`src/ief_pkg.sv`:
```
// package: constants, states and carriers of the interrupt and fetch unit
package ief_pkg;
   // register byte offsets on the wishbone slave
   localparam logic [7:0]  IEF_OFS_PAGE    = 8'h00;
   localparam logic [7:0]  IEF_OFS_STATUS  = 8'h04;
   localparam logic [7:0]  IEF_OFS_REFRESH = 8'h08;
   // status field positions
   localparam int          IEF_ST_PRIMARY  = 0;
   localparam int          IEF_ST_SECOND   = 1;
   localparam int          IEF_ST_MODE_LO  = 2;
   localparam int          IEF_ST_NMI      = 4;
   localparam int          IEF_ST_STATE_LO = 8;
   // reset values, fixed vectors, table pointer mask and refresh step
   localparam logic [7:0]  IEF_PAGE_RST    = 8'h00;
   localparam logic [7:0]  IEF_REFRESH_RST = 8'h00;
   localparam logic [15:0] IEF_NMI_VEC     = 16'h0066;
   localparam logic [15:0] IEF_MODE1_VEC   = 16'h0038;
   localparam logic [7:0]  IEF_LSB_CLEAR   = 8'hFE;
   localparam logic [7:0]  IEF_REFRESH_INC = 8'h01;

   // maskable vectoring modes
   typedef enum logic [1:0] {
      IEF_MODE_ZERO = 2'b00,
      IEF_MODE_ONE  = 2'b01,
      IEF_MODE_TWO  = 2'b10
   } ief_mode_t;

   // what the current first machine cycle is for
   typedef enum logic [1:0] {
      IEF_KIND_FETCH = 2'b00,
      IEF_KIND_NMI   = 2'b01,
      IEF_KIND_INT   = 2'b10
   } ief_kind_t;

   // clock states of fetch and table read cycles
   typedef enum logic [3:0] {
      IEF_S_IDLE = 4'b0000,
      IEF_S_T1   = 4'b0001,
      IEF_S_T2   = 4'b0010,
      IEF_S_TW   = 4'b0011,
      IEF_S_T3   = 4'b0100,
      IEF_S_T4   = 4'b0101,
      IEF_S_R1   = 4'b0110,
      IEF_S_R2   = 4'b0111,
      IEF_S_RW   = 4'b1000,
      IEF_S_R3   = 4'b1001
   } ief_state_t;

   // one-cycle instruction events from the core decoder
   typedef struct packed {
      logic enable_interrupts_instr;
      logic disable_interrupts_instr;
      logic select_mode_zero_instr;
      logic select_mode_one_instr;
      logic select_mode_two_instr;
      logic nonmaskable_return_instr;
      logic maskable_return_instr;
      logic load_a_page_or_refresh;
   } ief_ctl_t;

   // active low memory control strobes
   typedef struct packed {
      logic fetch_cycle_indicator_n;
      logic memory_request_n;
      logic read_n;
      logic refresh_strobe_n;
   } ief_bus_t;

   // one-cycle result pulses towards the core
   typedef struct packed {
      logic opcode_valid;
      logic from_peripheral;
      logic vector_valid;
      logic nmi_taken;
      logic int_taken;
      logic service_done;
      logic parity_valid;
   } ief_evt_t;
endpackage : ief_pkg

```
`src/ief_core.sv`:
```
// interrupt sequencing and opcode fetch cycle with wishbone status slave
//
// Our own choices: the address map and the Wishbone register port.
module ief_core
   import ief_pkg::*;
(
   input  wire logic        i_ref_clk,
   input  wire logic        i_rst,
   // pins from the system
   input  wire logic        i_nmi_n,            // non-maskable request, falling edge
   input  wire logic        i_int_n,            // maskable request, level
   input  wire logic        i_wait_n,           // memory wait request
   input  wire logic        i_bus_request_n,    // bus request from other masters
   input  wire logic [7:0]  i_data,             // data bus in
   // core side, same clock
   input  wire logic        i_instr_last,       // last clock of an instruction
   input  wire logic        i_fetch_start,      // begin a plain opcode fetch
   input  wire logic [15:0] i_pc,               // program counter
   input  wire ief_ctl_t    i_ctl,              // decoded instruction events
   output ief_bus_t         o_bus,              // memory strobes
   output logic [15:0]      o_addr,             // address bus
   output logic [7:0]       o_opcode,           // fetched opcode
   output logic [15:0]      o_vector,           // service address
   output logic [15:0]      o_push_value,       // pc to be stacked
   output ief_evt_t         o_event,            // result pulses
   output logic             o_parity,           // copied secondary flag
   // classic wishbone slave
   input  wire logic        i_wb_cyc,
   input  wire logic        i_wb_stb,
   input  wire logic        i_wb_we,
   input  wire logic [7:0]  i_wb_adr,
   input  wire logic [31:0] i_wb_dat,
   input  wire logic [3:0]  i_wb_sel,
   output logic [31:0]      o_wb_dat,
   output logic             o_wb_ack
);
   // synchronised pins
   logic [3:0]  ctl_s;                     // nmi, int, wait, bus_request_n
   logic [7:0]  data_s;                    // data bus after two flops
   logic        nmi_s;
   logic        int_s;
   logic        wait_s;
   logic        bus_request_n_s;
   // interrupt state
   logic        primary_enable_flag_reg;
   logic        secondary_enable_flag_reg;
   ief_mode_t   mode_reg;
   logic        nmi_latch_reg;
   logic        nmi_prev_reg;              // previous synced level for edge
   logic [7:0]  page_reg;
   logic [7:0]  refresh_reg;               // eight bits, all of them stepped by the refresh increment
   // sequencer
   ief_state_t  state_reg;
   ief_state_t  state_next;
   ief_kind_t   kind_reg;
   logic        tbl_hi_reg;                // table read of high byte
   logic [15:0] fetch_pc_reg;
   logic [15:0] ptr_reg;
   logic [7:0]  lo_byte_reg;
   logic [7:0]  cap_reg;                   // byte caught one clock into T3
   // decisions
   logic        boundary;
   logic        take_nmi;
   logic        take_int;
   logic        wb_req;

   ief_sync #(
      .W       (4),
      .RST_VAL (4'hF)
   ) u_sync_ctl (
      .i_ref_clk (i_ref_clk),
      .i_rst     (i_rst),
      .i_d       ({i_nmi_n, i_int_n, i_wait_n, i_bus_request_n}),
      .o_q       (ctl_s)
   );

   ief_sync #(
      .W       (8),
      .RST_VAL (8'hFF)
   ) u_sync_data (
      .i_ref_clk (i_ref_clk),
      .i_rst     (i_rst),
      .i_d       (i_data),
      .o_q       (data_s)
   );

   assign nmi_s    = ctl_s[3];
   assign int_s    = ctl_s[2];
   assign wait_s   = ctl_s[1];
   assign bus_request_n_s = ctl_s[0];

   // boundary decisions, nmi first; enable and disable block their own end
   assign boundary = i_instr_last && (state_reg == IEF_S_IDLE);
   assign take_nmi = boundary && nmi_latch_reg;
   assign take_int = boundary && !nmi_latch_reg && !int_s && primary_enable_flag_reg
                     && bus_request_n_s && !i_ctl.enable_interrupts_instr
                     && !i_ctl.disable_interrupts_instr;
   assign wb_req   = i_wb_cyc && i_wb_stb && !o_wb_ack;

   // nmi edge latch, a new edge beats the clear of acceptance
   always_ff @(posedge i_ref_clk or posedge i_rst) begin
      if (i_rst) begin
         nmi_prev_reg  <= 1'b1;
         nmi_latch_reg <= 1'b0;
      end else begin
         nmi_prev_reg  <= nmi_s;
         nmi_latch_reg <= (nmi_prev_reg && !nmi_s) || (nmi_latch_reg && !take_nmi);
      end
   end

   // both enable flags
   always_ff @(posedge i_ref_clk or posedge i_rst) begin
      if (i_rst) begin
         primary_enable_flag_reg   <= 1'b0;
         secondary_enable_flag_reg <= 1'b0;
      end else if (take_nmi) begin
         secondary_enable_flag_reg <= primary_enable_flag_reg;
         primary_enable_flag_reg   <= 1'b0;
      end else if (take_int) begin
         primary_enable_flag_reg   <= 1'b0;
         secondary_enable_flag_reg <= 1'b0;
      end else if (i_ctl.enable_interrupts_instr) begin
         primary_enable_flag_reg   <= 1'b1;
         secondary_enable_flag_reg <= 1'b1;
      end else if (i_ctl.disable_interrupts_instr) begin
         primary_enable_flag_reg   <= 1'b0;
         secondary_enable_flag_reg <= 1'b0;
      end else if (i_ctl.nonmaskable_return_instr) begin
         primary_enable_flag_reg   <= secondary_enable_flag_reg;
      end
   end

   // vectoring mode, zero out of reset
   always_ff @(posedge i_ref_clk or posedge i_rst) begin
      if (i_rst) begin
         mode_reg <= IEF_MODE_ZERO;
      end else if (i_ctl.select_mode_zero_instr) begin
         mode_reg <= IEF_MODE_ZERO;
      end else if (i_ctl.select_mode_one_instr) begin
         mode_reg <= IEF_MODE_ONE;
      end else if (i_ctl.select_mode_two_instr) begin
         mode_reg <= IEF_MODE_TWO;
      end
   end

   // next clock state; wait holds T2/TW and R2/RW
   always_comb begin
      state_next = state_reg;
      unique case (state_reg)
         IEF_S_IDLE: begin
            if (take_nmi || take_int || (i_fetch_start && !i_instr_last)) begin
               state_next = IEF_S_T1;
            end
         end
         IEF_S_T1: state_next = IEF_S_T2;
         IEF_S_T2, IEF_S_TW: begin
            state_next = wait_s ? IEF_S_T3 : IEF_S_TW;
         end
         IEF_S_T3: state_next = IEF_S_T4;
         IEF_S_T4: begin
            // mode two goes on to the table reads
            state_next = (kind_reg == IEF_KIND_INT && mode_reg == IEF_MODE_TWO)
                         ? IEF_S_R1 : IEF_S_IDLE;
         end
         IEF_S_R1: state_next = IEF_S_R2;
         IEF_S_R2, IEF_S_RW: begin
            state_next = wait_s ? IEF_S_R3 : IEF_S_RW;
         end
         IEF_S_R3: state_next = tbl_hi_reg ? IEF_S_IDLE : IEF_S_R1;
         default: state_next = IEF_S_IDLE;
      endcase
   end

   // state, cycle kind and captured addresses
   always_ff @(posedge i_ref_clk or posedge i_rst) begin
      if (i_rst) begin
         state_reg    <= IEF_S_IDLE;
         kind_reg     <= IEF_KIND_FETCH;
         fetch_pc_reg <= 16'h0000;
         o_push_value <= 16'h0000;
      end else begin
         state_reg <= state_next;
         if (state_reg == IEF_S_IDLE && state_next == IEF_S_T1) begin
            fetch_pc_reg <= i_pc;
            kind_reg     <= take_nmi ? IEF_KIND_NMI :
                            (take_int ? IEF_KIND_INT : IEF_KIND_FETCH);
            if (take_nmi || take_int) begin
               o_push_value <= i_pc;
            end
         end
      end
   end

   // byte capture, table pointer and table half
   always_ff @(posedge i_ref_clk or posedge i_rst) begin
      if (i_rst) begin
         cap_reg     <= 8'h00;
         ptr_reg     <= 16'h0000;
         lo_byte_reg <= 8'h00;
         tbl_hi_reg  <= 1'b0;
      end else begin
         // data_s trails the pins by two clocks: one clock into T3 it shows
         // the byte that stood on the bus during the read itself
         if (state_reg == IEF_S_T3) begin
            cap_reg <= data_s;
         end
         if (state_reg == IEF_S_T4) begin
            ptr_reg    <= {page_reg, cap_reg & IEF_LSB_CLEAR};
            tbl_hi_reg <= 1'b0;
         end
         if (state_reg == IEF_S_R3 && !tbl_hi_reg) begin
            lo_byte_reg <= data_s;
            tbl_hi_reg  <= 1'b1;
         end
      end
   end

   // address and strobes registered from the next state
   always_ff @(posedge i_ref_clk or posedge i_rst) begin
      if (i_rst) begin
         o_addr <= 16'h0000;
         o_bus  <= '1;
      end else begin
         unique case (state_next)
            IEF_S_T1, IEF_S_T2, IEF_S_TW: begin
               // acknowledge cycles leave memory strobes idle
               o_addr                        <= (state_reg == IEF_S_IDLE) ? i_pc : fetch_pc_reg;
               o_bus.fetch_cycle_indicator_n <= 1'b0;
               o_bus.memory_request_n        <= (kind_reg == IEF_KIND_INT && state_reg != IEF_S_IDLE)
                                                || (state_reg == IEF_S_IDLE && take_int);
               o_bus.read_n                  <= (kind_reg == IEF_KIND_INT && state_reg != IEF_S_IDLE)
                                                || (state_reg == IEF_S_IDLE && take_int);
               o_bus.refresh_strobe_n        <= 1'b1;
            end
            IEF_S_T3: begin
               o_addr                        <= {page_reg, refresh_reg};
               o_bus.fetch_cycle_indicator_n <= 1'b1;
               o_bus.memory_request_n        <= 1'b0;
               o_bus.read_n                  <= 1'b1;
               o_bus.refresh_strobe_n        <= 1'b0;
            end
            IEF_S_T4: begin
               o_bus.memory_request_n        <= 1'b1;
            end
            IEF_S_R1, IEF_S_R2, IEF_S_RW, IEF_S_R3: begin
               o_addr                        <= (state_reg == IEF_S_T4) ?
                                                {page_reg, cap_reg & IEF_LSB_CLEAR} :
                                                {ptr_reg[15:1],
                                                 tbl_hi_reg || state_reg == IEF_S_R3};
               o_bus.fetch_cycle_indicator_n <= 1'b1;
               o_bus.memory_request_n        <= 1'b0;
               o_bus.read_n                  <= 1'b0;
               o_bus.refresh_strobe_n        <= 1'b1;
            end
            default: begin
               // idle keeps address and refresh strobe until next T1
               o_bus.fetch_cycle_indicator_n <= 1'b1;
               o_bus.memory_request_n        <= 1'b1;
               o_bus.read_n                  <= 1'b1;
            end
         endcase
      end
   end

   // refresh address walks all byte values, one step per fetch
   always_ff @(posedge i_ref_clk or posedge i_rst) begin
      if (i_rst) begin
         refresh_reg <= IEF_REFRESH_RST;
      end else if (state_reg == IEF_S_T4) begin
         refresh_reg <= refresh_reg + IEF_REFRESH_INC;
      end
   end

   // result pulses, opcode and service address
   always_ff @(posedge i_ref_clk or posedge i_rst) begin
      if (i_rst) begin
         o_event  <= '0;
         o_opcode <= 8'h00;
         o_vector <= 16'h0000;
         o_parity <= 1'b0;
      end else begin
         o_event                <= '0;
         o_event.nmi_taken      <= take_nmi;
         o_event.int_taken      <= take_int;
         o_event.service_done   <= i_ctl.maskable_return_instr;
         o_event.parity_valid   <= i_ctl.load_a_page_or_refresh;
         if (i_ctl.load_a_page_or_refresh) begin
            o_parity <= secondary_enable_flag_reg;
         end
         if (state_reg == IEF_S_T4) begin
            unique case (kind_reg)
               IEF_KIND_NMI: begin
                  o_vector             <= IEF_NMI_VEC;
                  o_event.vector_valid <= 1'b1;
               end
               IEF_KIND_INT: begin
                  if (mode_reg == IEF_MODE_ONE) begin
                     o_vector             <= IEF_MODE1_VEC;
                     o_event.vector_valid <= 1'b1;
                  end else if (mode_reg == IEF_MODE_ZERO) begin
                     o_opcode                <= cap_reg;
                     o_event.opcode_valid    <= 1'b1;
                     o_event.from_peripheral <= 1'b1;
                  end
               end
               default: begin
                  o_opcode             <= cap_reg;
                  o_event.opcode_valid <= 1'b1;
               end
            endcase
         end
         if (state_reg == IEF_S_R3 && tbl_hi_reg) begin
            o_vector             <= {data_s, lo_byte_reg};
            o_event.vector_valid <= 1'b1;
         end
      end
   end

   // page register write through byte lane zero
   always_ff @(posedge i_ref_clk or posedge i_rst) begin
      if (i_rst) begin
         page_reg <= IEF_PAGE_RST;
      end else if (wb_req && i_wb_we && i_wb_sel[0] && i_wb_adr == IEF_OFS_PAGE) begin
         page_reg <= i_wb_dat[7:0];
      end
   end

   // wishbone answer one cycle after the strobe, unmapped reads zero
   always_ff @(posedge i_ref_clk or posedge i_rst) begin
      if (i_rst) begin
         o_wb_ack <= 1'b0;
         o_wb_dat <= 32'h0000_0000;
      end else begin
         o_wb_ack <= wb_req;
         o_wb_dat <= 32'h0000_0000;
         if (wb_req && !i_wb_we) begin
            unique case (i_wb_adr)
               IEF_OFS_PAGE:    o_wb_dat[7:0] <= page_reg;
               IEF_OFS_REFRESH: o_wb_dat[7:0] <= refresh_reg;
               IEF_OFS_STATUS: begin
                  o_wb_dat[IEF_ST_PRIMARY]                  <= primary_enable_flag_reg;
                  o_wb_dat[IEF_ST_SECOND]                   <= secondary_enable_flag_reg;
                  o_wb_dat[IEF_ST_MODE_LO+1:IEF_ST_MODE_LO] <= mode_reg;
                  o_wb_dat[IEF_ST_NMI]                      <= nmi_latch_reg;
                  o_wb_dat[IEF_ST_STATE_LO+3:IEF_ST_STATE_LO] <= state_reg;
               end
               default: o_wb_dat <= 32'h0000_0000;
            endcase
         end
      end
   end

   // checks beside the logic
   AST_NMI_EDGE: assert property (@(posedge i_ref_clk) disable iff (i_rst)
      (nmi_prev_reg && !nmi_s) |=> nmi_latch_reg)
      else $error("nmi edge not latched");
   AST_NMI_FLAGS: assert property (@(posedge i_ref_clk) disable iff (i_rst)
      take_nmi |=> !primary_enable_flag_reg
                   && secondary_enable_flag_reg == $past(primary_enable_flag_reg))
      else $error("nmi flag copy wrong");
   AST_INT_FLAGS: assert property (@(posedge i_ref_clk) disable iff (i_rst)
      take_int |=> !primary_enable_flag_reg && !secondary_enable_flag_reg
                   && o_event.int_taken && o_push_value == $past(i_pc))
      else $error("maskable acceptance wrong");
   AST_NMI_FIRST: assert property (@(posedge i_ref_clk) disable iff (i_rst)
      (boundary && nmi_latch_reg) |=> o_event.nmi_taken && !o_event.int_taken)
      else $error("nmi did not take precedence");
   AST_EI_DEFER: assert property (@(posedge i_ref_clk) disable iff (i_rst)
      (boundary && i_ctl.enable_interrupts_instr) |=> !o_event.int_taken)
      else $error("interrupt taken at enable boundary");
   AST_FETCH_SEQ: assert property (@(posedge i_ref_clk) disable iff (i_rst)
      (state_reg == IEF_S_T1) |=> (state_reg == IEF_S_T2)
         ##1 (state_reg == IEF_S_T3 || state_reg == IEF_S_TW))
      else $error("fetch state order wrong");
   AST_WAIT_HOLD: assert property (@(posedge i_ref_clk) disable iff (i_rst)
      ((state_reg == IEF_S_T2 || state_reg == IEF_S_TW) && !wait_s) |=> state_reg == IEF_S_TW)
      else $error("wait not honoured");
   AST_REFRESH: assert property (@(posedge i_ref_clk) disable iff (i_rst)
      (state_reg == IEF_S_T3) |-> !o_bus.refresh_strobe_n && !o_bus.memory_request_n
         && o_bus.read_n && o_addr == {page_reg, refresh_reg})
      else $error("refresh address or strobes wrong");
   AST_MODE1: assert property (@(posedge i_ref_clk) disable iff (i_rst)
      (state_reg == IEF_S_T4 && kind_reg == IEF_KIND_INT && mode_reg == IEF_MODE_ONE)
         |=> o_event.vector_valid && o_vector == IEF_MODE1_VEC)
      else $error("mode one vector wrong");
   AST_TABLE_PTR: assert property (@(posedge i_ref_clk) disable iff (i_rst)
      (state_reg == IEF_S_R1) |-> o_addr[0] == tbl_hi_reg && o_addr[15:8] == page_reg)
      else $error("table pointer wrong");
endmodule : ief_core

```
`src/ief_sync.sv`:
```
// two flip-flop synchroniser for pins entering the clock domain
module ief_sync #(
   parameter int             W       = 1,
   parameter logic [W-1:0]   RST_VAL = '1
) (
   input  wire logic         i_ref_clk,
   input  wire logic         i_rst,
   input  wire logic [W-1:0] i_d,
   output logic      [W-1:0] o_q
);
   logic [W-1:0] meta_reg;   // first stage, read only by second stage

   // both stages reset to the idle level of the pins
   always_ff @(posedge i_ref_clk or posedge i_rst) begin
      if (i_rst) begin
         meta_reg <= RST_VAL;
         o_q      <= RST_VAL;
      end else begin
         meta_reg <= i_d;
         o_q      <= meta_reg;
      end
   end
endmodule : ief_sync

```
`config.mk`:
```
export PLATFORM = sky130hd
export DESIGN_NAME = ief_core
export DESIGN_NICKNAME = d
export VERILOG_FILES = /design/src/ief_pkg.sv /design/src/ief_core.sv /design/src/ief_sync.sv
export SDC_FILE = /design/constraint.sdc
export NUM_CORES = 1
export LEC_CHECK = 0
export ABC_AREA = 1
export CAP_MARGIN = 30
export CORE_MARGIN = 4
export CORE_UTILIZATION = 40
export CTS_CLUSTER_DIAMETER = 50
export DETAILED_ROUTE_END_ITERATION = 10
export DONT_BUFFER_PORTS = 1
export MAX_ROUTING_LAYER = met4
export PLACE_DENSITY_LB_ADDON = 0.08
export SLEW_MARGIN = 20
export SYNTH_ARGS = -nofsm -noshare
export SYNTH_HDL_FRONTEND = slang
export SYNTH_SLANG_ARGS = --single-unit
```
`constraint.sdc`:
```
create_clock -name i_ref_clk -period 10.45 [get_ports i_ref_clk]
set_input_delay 2.09 -clock i_ref_clk [delete_from_list [all_inputs] [get_ports i_ref_clk]]
set_output_delay 2.09 -clock i_ref_clk [all_outputs]
set_load 0.03 [all_outputs]
```
# ---- Word level (Yosys, flattened, before mapping)
# Cells that the tools add are included.
dict set report totals {
  regBits 181
  input_bits 87
  out_inout_bits 101
  wordCells 172
}
dict set report classes {
  n_addsub 1
  eq_ne 27
  muxes 48
  bitwise_logic 1
  n_reduce_logical 59
}
# op n
set op_table {}
lappend op_table {{16-bit 2-to-1 mux} 5}
lappend op_table {{16-bit one-hot mux with 3 select lines} 1}
lappend op_table {{4-bit by 3-bit equality test with 1-bit output, second input constant} 8}
lappend op_table {{16-bit one-hot mux with 2 select lines} 1}
lappend op_table {{4-bit one-hot mux with 8 select lines} 1}
lappend op_table {{1-bit logical AND} 23}
lappend op_table {{4-bit by 2-bit equality test with 1-bit output, second input constant} 4}
lappend op_table {{4-bit equality test, second input constant} 4}
lappend op_table {{8-bit 2-to-1 mux} 2}
lappend op_table {{8-bit one-hot mux with 2 select lines} 1}
lappend op_table {{1-bit 2-to-1 mux} 15}
lappend op_table {{5-bit one-hot mux with 3 select lines} 1}
lappend op_table {{2-bit 2-to-1 mux} 7}
lappend op_table {{12-bit 2-to-1 mux} 1}
lappend op_table {{3-bit 2-to-1 mux} 4}
lappend op_table {{1-bit zero test} 10}
lappend op_table {{1-bit one-hot mux with 2 select lines} 5}
lappend op_table {{3-bit nonzero test} 3}
lappend op_table {{8-bit by 1-bit adder with 8-bit output, second input constant} 1}
lappend op_table {{4-bit by 1-bit equality test with 1-bit output, second input constant} 2}
lappend op_table {{8-bit by 3-bit equality test with 1-bit output, second input constant} 1}
lappend op_table {{8-bit by 4-bit equality test with 1-bit output, second input constant} 1}
lappend op_table {{8-bit zero test} 1}
lappend op_table {{4-bit 2-to-1 mux} 2}
lappend op_table {{other kinds (22)} 32}

# ---- Longest topological paths before layout
dict set report logic_depth {
  ltp_word 15
  mapped_depth 12
}

# ---- Hierarchy
# A second synthesis with hierarchy kept.
dict set report hier_totals {
  cells_unflattened 794
  area_unflattened_um2 7601.0
}
# mod n_inst cells_per_inst area_per_inst_um2 seq_area_each_um2
set modules_own_cells {}
lappend modules_own_cells {ief_core 1 768 6962.9 3935.0}
lappend modules_own_cells {{ief_sync (u_sync_data)} 1 17 424.2 420.4}
lappend modules_own_cells {{ief_sync (u_sync_ctl)} 1 9 214.0 210.2}

# ---- Worst setup path after synthesis
# No wires, ideal clock.
dict set report synth_path {
  path_kind {input to register}
  start {input port i_ctl[7] in the netlist's numbering}
  end {register o_push_value[0]}
  setup_ns 0.125
  arrival_time_ns 3.272
  t_required_ns 10.325
  path_slack_ns 7.054
  stages 6
  path_buffers 1
  path_cell_list {or2_2 > nor2_1 > nand2_4 > nand2_2 > buf_6 > mux2_2}
}
dict set report synth_via {
  elab_chain_len 10
}
# item line
set synth_lines {}
lappend synth_lines {{start, declared} ief_core.sv:19} ;# input wire ief_ctl_t i_ctl,
lappend synth_lines {{1-bit zero test (*)} ief_core.sv:96} ;# && bus_request_n_s && !i_ctl.enable_interrupts_instr
lappend synth_lines {{1-bit logical AND (*)} ief_core.sv:96}
lappend synth_lines {{1-bit logical AND (*)} ief_core.sv:97} ;# && !i_ctl.disable_interrupts_instr;
lappend synth_lines {{1-bit logical OR (*)} {ief_core.sv:151, ief_core.sv:187}}
lappend synth_lines {{1-bit logical OR} ief_core.sv:151} ;# if (take_nmi || take_int || (i_fetch_start && !i_instr_last)) begin
lappend synth_lines {{4-bit 2-to-1 mux} ief_core.sv:151}
lappend synth_lines {{4-bit one-hot mux with 8 select lines} ief_core.sv:149} ;# unique case (state_reg)
lappend synth_lines {{4-bit by 1-bit equality test with 1-bit output} ief_core.sv:183} ;# if (state_reg == IEF_S_IDLE && state_next == IEF_S_T1) begin
lappend synth_lines {{1-bit logical AND} ief_core.sv:183}
lappend synth_lines {{2-bit AND reduction (no source line) (*)} n/a}
lappend synth_lines {{end signal, assigned} ief_core.sv:188} ;# o_push_value <= i_pc;
lappend synth_lines {{end, declared} ief_core.sv:24} ;# output logic [15:0] o_push_value,
# Mark *: on every way between the ends. The rest lies on a longest branch, timed or not.
# A chain may end at the register's enable or synchronous reset.

# ---- Final worst setup path
dict set report layout_path {
  start {input port i_wb_adr[1]}
  end {register page_reg[2]}
}
dict set report layout_via {
  elab_chain_len 2
}
# item line
set layout_lines {}
lappend layout_lines {{start, declared} ief_core.sv:31} ;# input wire logic [7:0] i_wb_adr,
lappend layout_lines {{8-bit zero test} ief_core.sv:323} ;# end else if (wb_req && i_wb_we && i_wb_sel[0] && i_wb_adr == IEF_OFS_PAGE) begin
lappend layout_lines {{1-bit logical AND} ief_core.sv:323}
lappend layout_lines {{end signal, assigned} ief_core.sv:324} ;# page_reg <= i_wb_dat[7:0];
lappend layout_lines {{end, declared} ief_core.sv:50} ;# logic [7:0] page_reg;
# Every way passes these cells.

==> flow_summary.ini <==
[power]
p_leak_uw = 0.00408
peakVddDrop_uv = 167
power_uw = 2530
power_density_mw_per_mm2 = 301

[logic_synthesis]
yosysWarnings = 0
synth_cell_types = 46
synth.top_cell.area_share_pct = 49.8
yosysTopAreaCell = dfrtp_1
synth.cell_area_sq_mm = 0.00764
synth_compound_area_share_pct = 8.33
synth_area_leaders = dfrtp_1, nand2_1, dfstp_2, inv_1, o21ai_0
synth_cells = 799
synthSimpleGateAreaFrac_pct = 20.2
synth_edf_count = 0
ys_seq_elements = 181
synth_xor_area_share_pct = 0.687
synth_top_family_by_area = simple AND/OR/NAND/NOR gates
muxShareOfSynthArea_pct = 2.50
dominantRegCellSynth = dfrtp_1
syn_avg_cell_area_sq_um = 9.57
synthArstFlopShare_pct = 100
synthAdderAreaFrac_pct = 0.491
yosysSeqAreaShare_pct = 59.7

[worst_setup_path]
timing.rr.end = o_addr[5]$_DFFE_PP0P_
critPathMaxStageDelay_ns = 0.51
worst_setup_path_start_kind = input pin
reg2reg_slack_ns = 7.70
slowest_stage = nand4_1
crit_path_end_kind = register
cp.required_ns = 10.78
path_delay_family = simple AND/OR/NAND/NOR gates
reg2reg_from = state_reg[2]$_DFF_PP0_
cp_max_fo = 16
endpoint = page_reg[2]$_DFFE_PP0P_
crit_start = i_wb_adr[1]
cp_num_cells = 5
path_cells = nor2_1 > nand3_1 > nor2_2 > nand4_1 > o21ai_0
cp_num_buf_inv = 0
arrival_ns = 3.54
criticalPathCategory = input pin to register
rr_worst_depth = 7

[global_route]
grt.overflow.total = 0
grt_pass1_wl_um = 28600
antenna_found_initial = 0
grt_max_degree = 98
grt_pass1_vias = 5163
grt_usage_pct = 17.5

[drt]
avgViaCountPerCell = 4.94
first_iter_violations = 332
top_layer = met4
route.detailed.drc = 0
wl_met2_um = 7580
num_vias = 5153
wl_met1_um = 8490
dr.pass1.iters = 5
post_drt_wl_per_cell_um = 17.1
drt-total-wl_um = 17900
wl_met3_um = 1510
antenna_left = 0

[status]
outcome = completed

[timing]
fin_crit_sh_pct = 30.8
tns_ns = 0
timing.final.max_slew_violations = 0
hold_viol_final = 0
finalClockSkew_ns = 0.00694
setup_viol = 0
period_needed_ns = 3.22
relSlewSlack_pct = 37.7
fmax_mhz = 311
worst_pin_slew_ns = 0.931
timing.final.ws_setup_ns = 7.23
rsz0062_at_grt = false

[die]
fp.dieArea_sq_mm = 0.0214
rows = 50
dieHeight_um = 146
start_util_pct = 40.7
die_w_um = 146
core_sq_mm = 0.0188
pin_count = 188

[cts]
numCtsBuffers = 17
postCtsSetupBuffers = 0
root_buffer = clkbuf_16
cts.sinks = 181
cts_htree_levels = 4
cts_tree = yes
clkSlewWorstSetupHoldPaths_ns = 0.07
clk_path_buf_depth = 2
clk_latency_ns = 0.43
cts_resized = 0
cts_hold_buf = 0

[placement]
io_buffer_count = 0
dp_hpwl_um = 12900
post-place-ws_ns = 6.78
gp_congestion = 0.848

[final_layout]
fin_util_pct = 44.8
fillCellCount = 1809
n_antenna_cell = 0
layout.nets = 886
syn_to_final_growth_pct = 9.87
drive_gt1_share_pct = 14.0

[job]
maxCapViolCount = 0

[min_path]
worstHoldPathType = register to register
## area by class of cell
type / count / area [sq um] / area share [%]
clock buffers: 19 / 443 / 5.27
flip-flops and latches: 181 / 4570 / 54.4
well taps: 234 / 293 / 3.49
repair buffers: 5 / 85.1 / 1.01
clock inverters: 13 / 148 / 1.76
inverters: 86 / 328 / 3.90
multi-input cells: 505 / 2540 / 30.2
## stage by stage
stage	instances	hold WS, ns	instance area [sq um]
2_1_floorplan	818	0.345	7720
3_3_place_gp	1007	0.347	7730
3_5_place_dp	1009	0.347	7770
4_1_cts	1041	0.354	8360
5_1_grt	1043	0.352	8400
6_report	1043	0.350	8400
## cells in the mapped netlist, drive strengths merged (2+ instances only)
cell type and n:
nand3 36, clkbuf 10, o22ai 5, xor2 5, nor3 7, dfrtp 152, a21oi 13, dfstp 29
nand4 25, a31oi 6, ha 3, mux2 17, inv 85, o21ai 87, buf 36, or2 2
nor2 42, nand2 227
## power breakdown
| group | internal, uW | total [uW] | switching (uW) |
|---|---|---|---|
| logic | 218 | 653 | 436 |
| registers | 904 | 1230 | 328 |
| clock network | 363 | 645 | 282 |
## layout by cell type, fill, tap and decap left out, drive strengths merged, types with 6 or more instances in the layout
master,count
mux2,17
a21oi,13
nand4,25
dfstp,29
inv,89
a31oi,6
nor2,42
conb,20
dfrtp,152
o21ai,87
clkinv,6
nand3,36
nand2,227
clkbuf,19
nor3,7
## routing by layer
layer,up-vias,GRT usage (%)
li1,2519,-
met1,2435,24.3
met2,180,24.4
met3,19,5.49
met4,0,5.69
met5,-,-
## cell families after synthesis
logic type	after synthesis
AO/OA/AOI/OAI	118
XOR/XNOR	6
other	1
buffers and inverters	132
multiplexers	17
flip-flops	181
AND/OR/NAND/NOR	341
adder cells (fa/ha/maj)	3
## how the worst min path moves through the flow
stage,from,depth (start not counted),to,slack (ns)
CTS,u_sync_data.meta_reg[0]$_DFF_PP1_,0,u_sync_data.o_q[0]$_DFF_PP1_,0.35
global placement,u_sync_data.meta_reg[0]$_DFF_PP1_,0,u_sync_data.o_q[0]$_DFF_PP1_,0.35
finish,u_sync_data.meta_reg[0]$_DFF_PP1_,0,u_sync_data.o_q[0]$_DFF_PP1_,0.35
detailed placement,u_sync_ctl.meta_reg[2]$_DFF_PP1_,0,u_sync_ctl.o_q[2]$_DFF_PP1_,0.35
floorplan,u_sync_ctl.meta_reg[0]$_DFF_PP1_,0,u_sync_ctl.o_q[0]$_DFF_PP1_,0.35
global route,u_sync_ctl.meta_reg[3]$_DFF_PP1_,0,u_sync_ctl.o_q[3]$_DFF_PP1_,0.35
No activity file was read; power rests on OpenSTA's default activity.
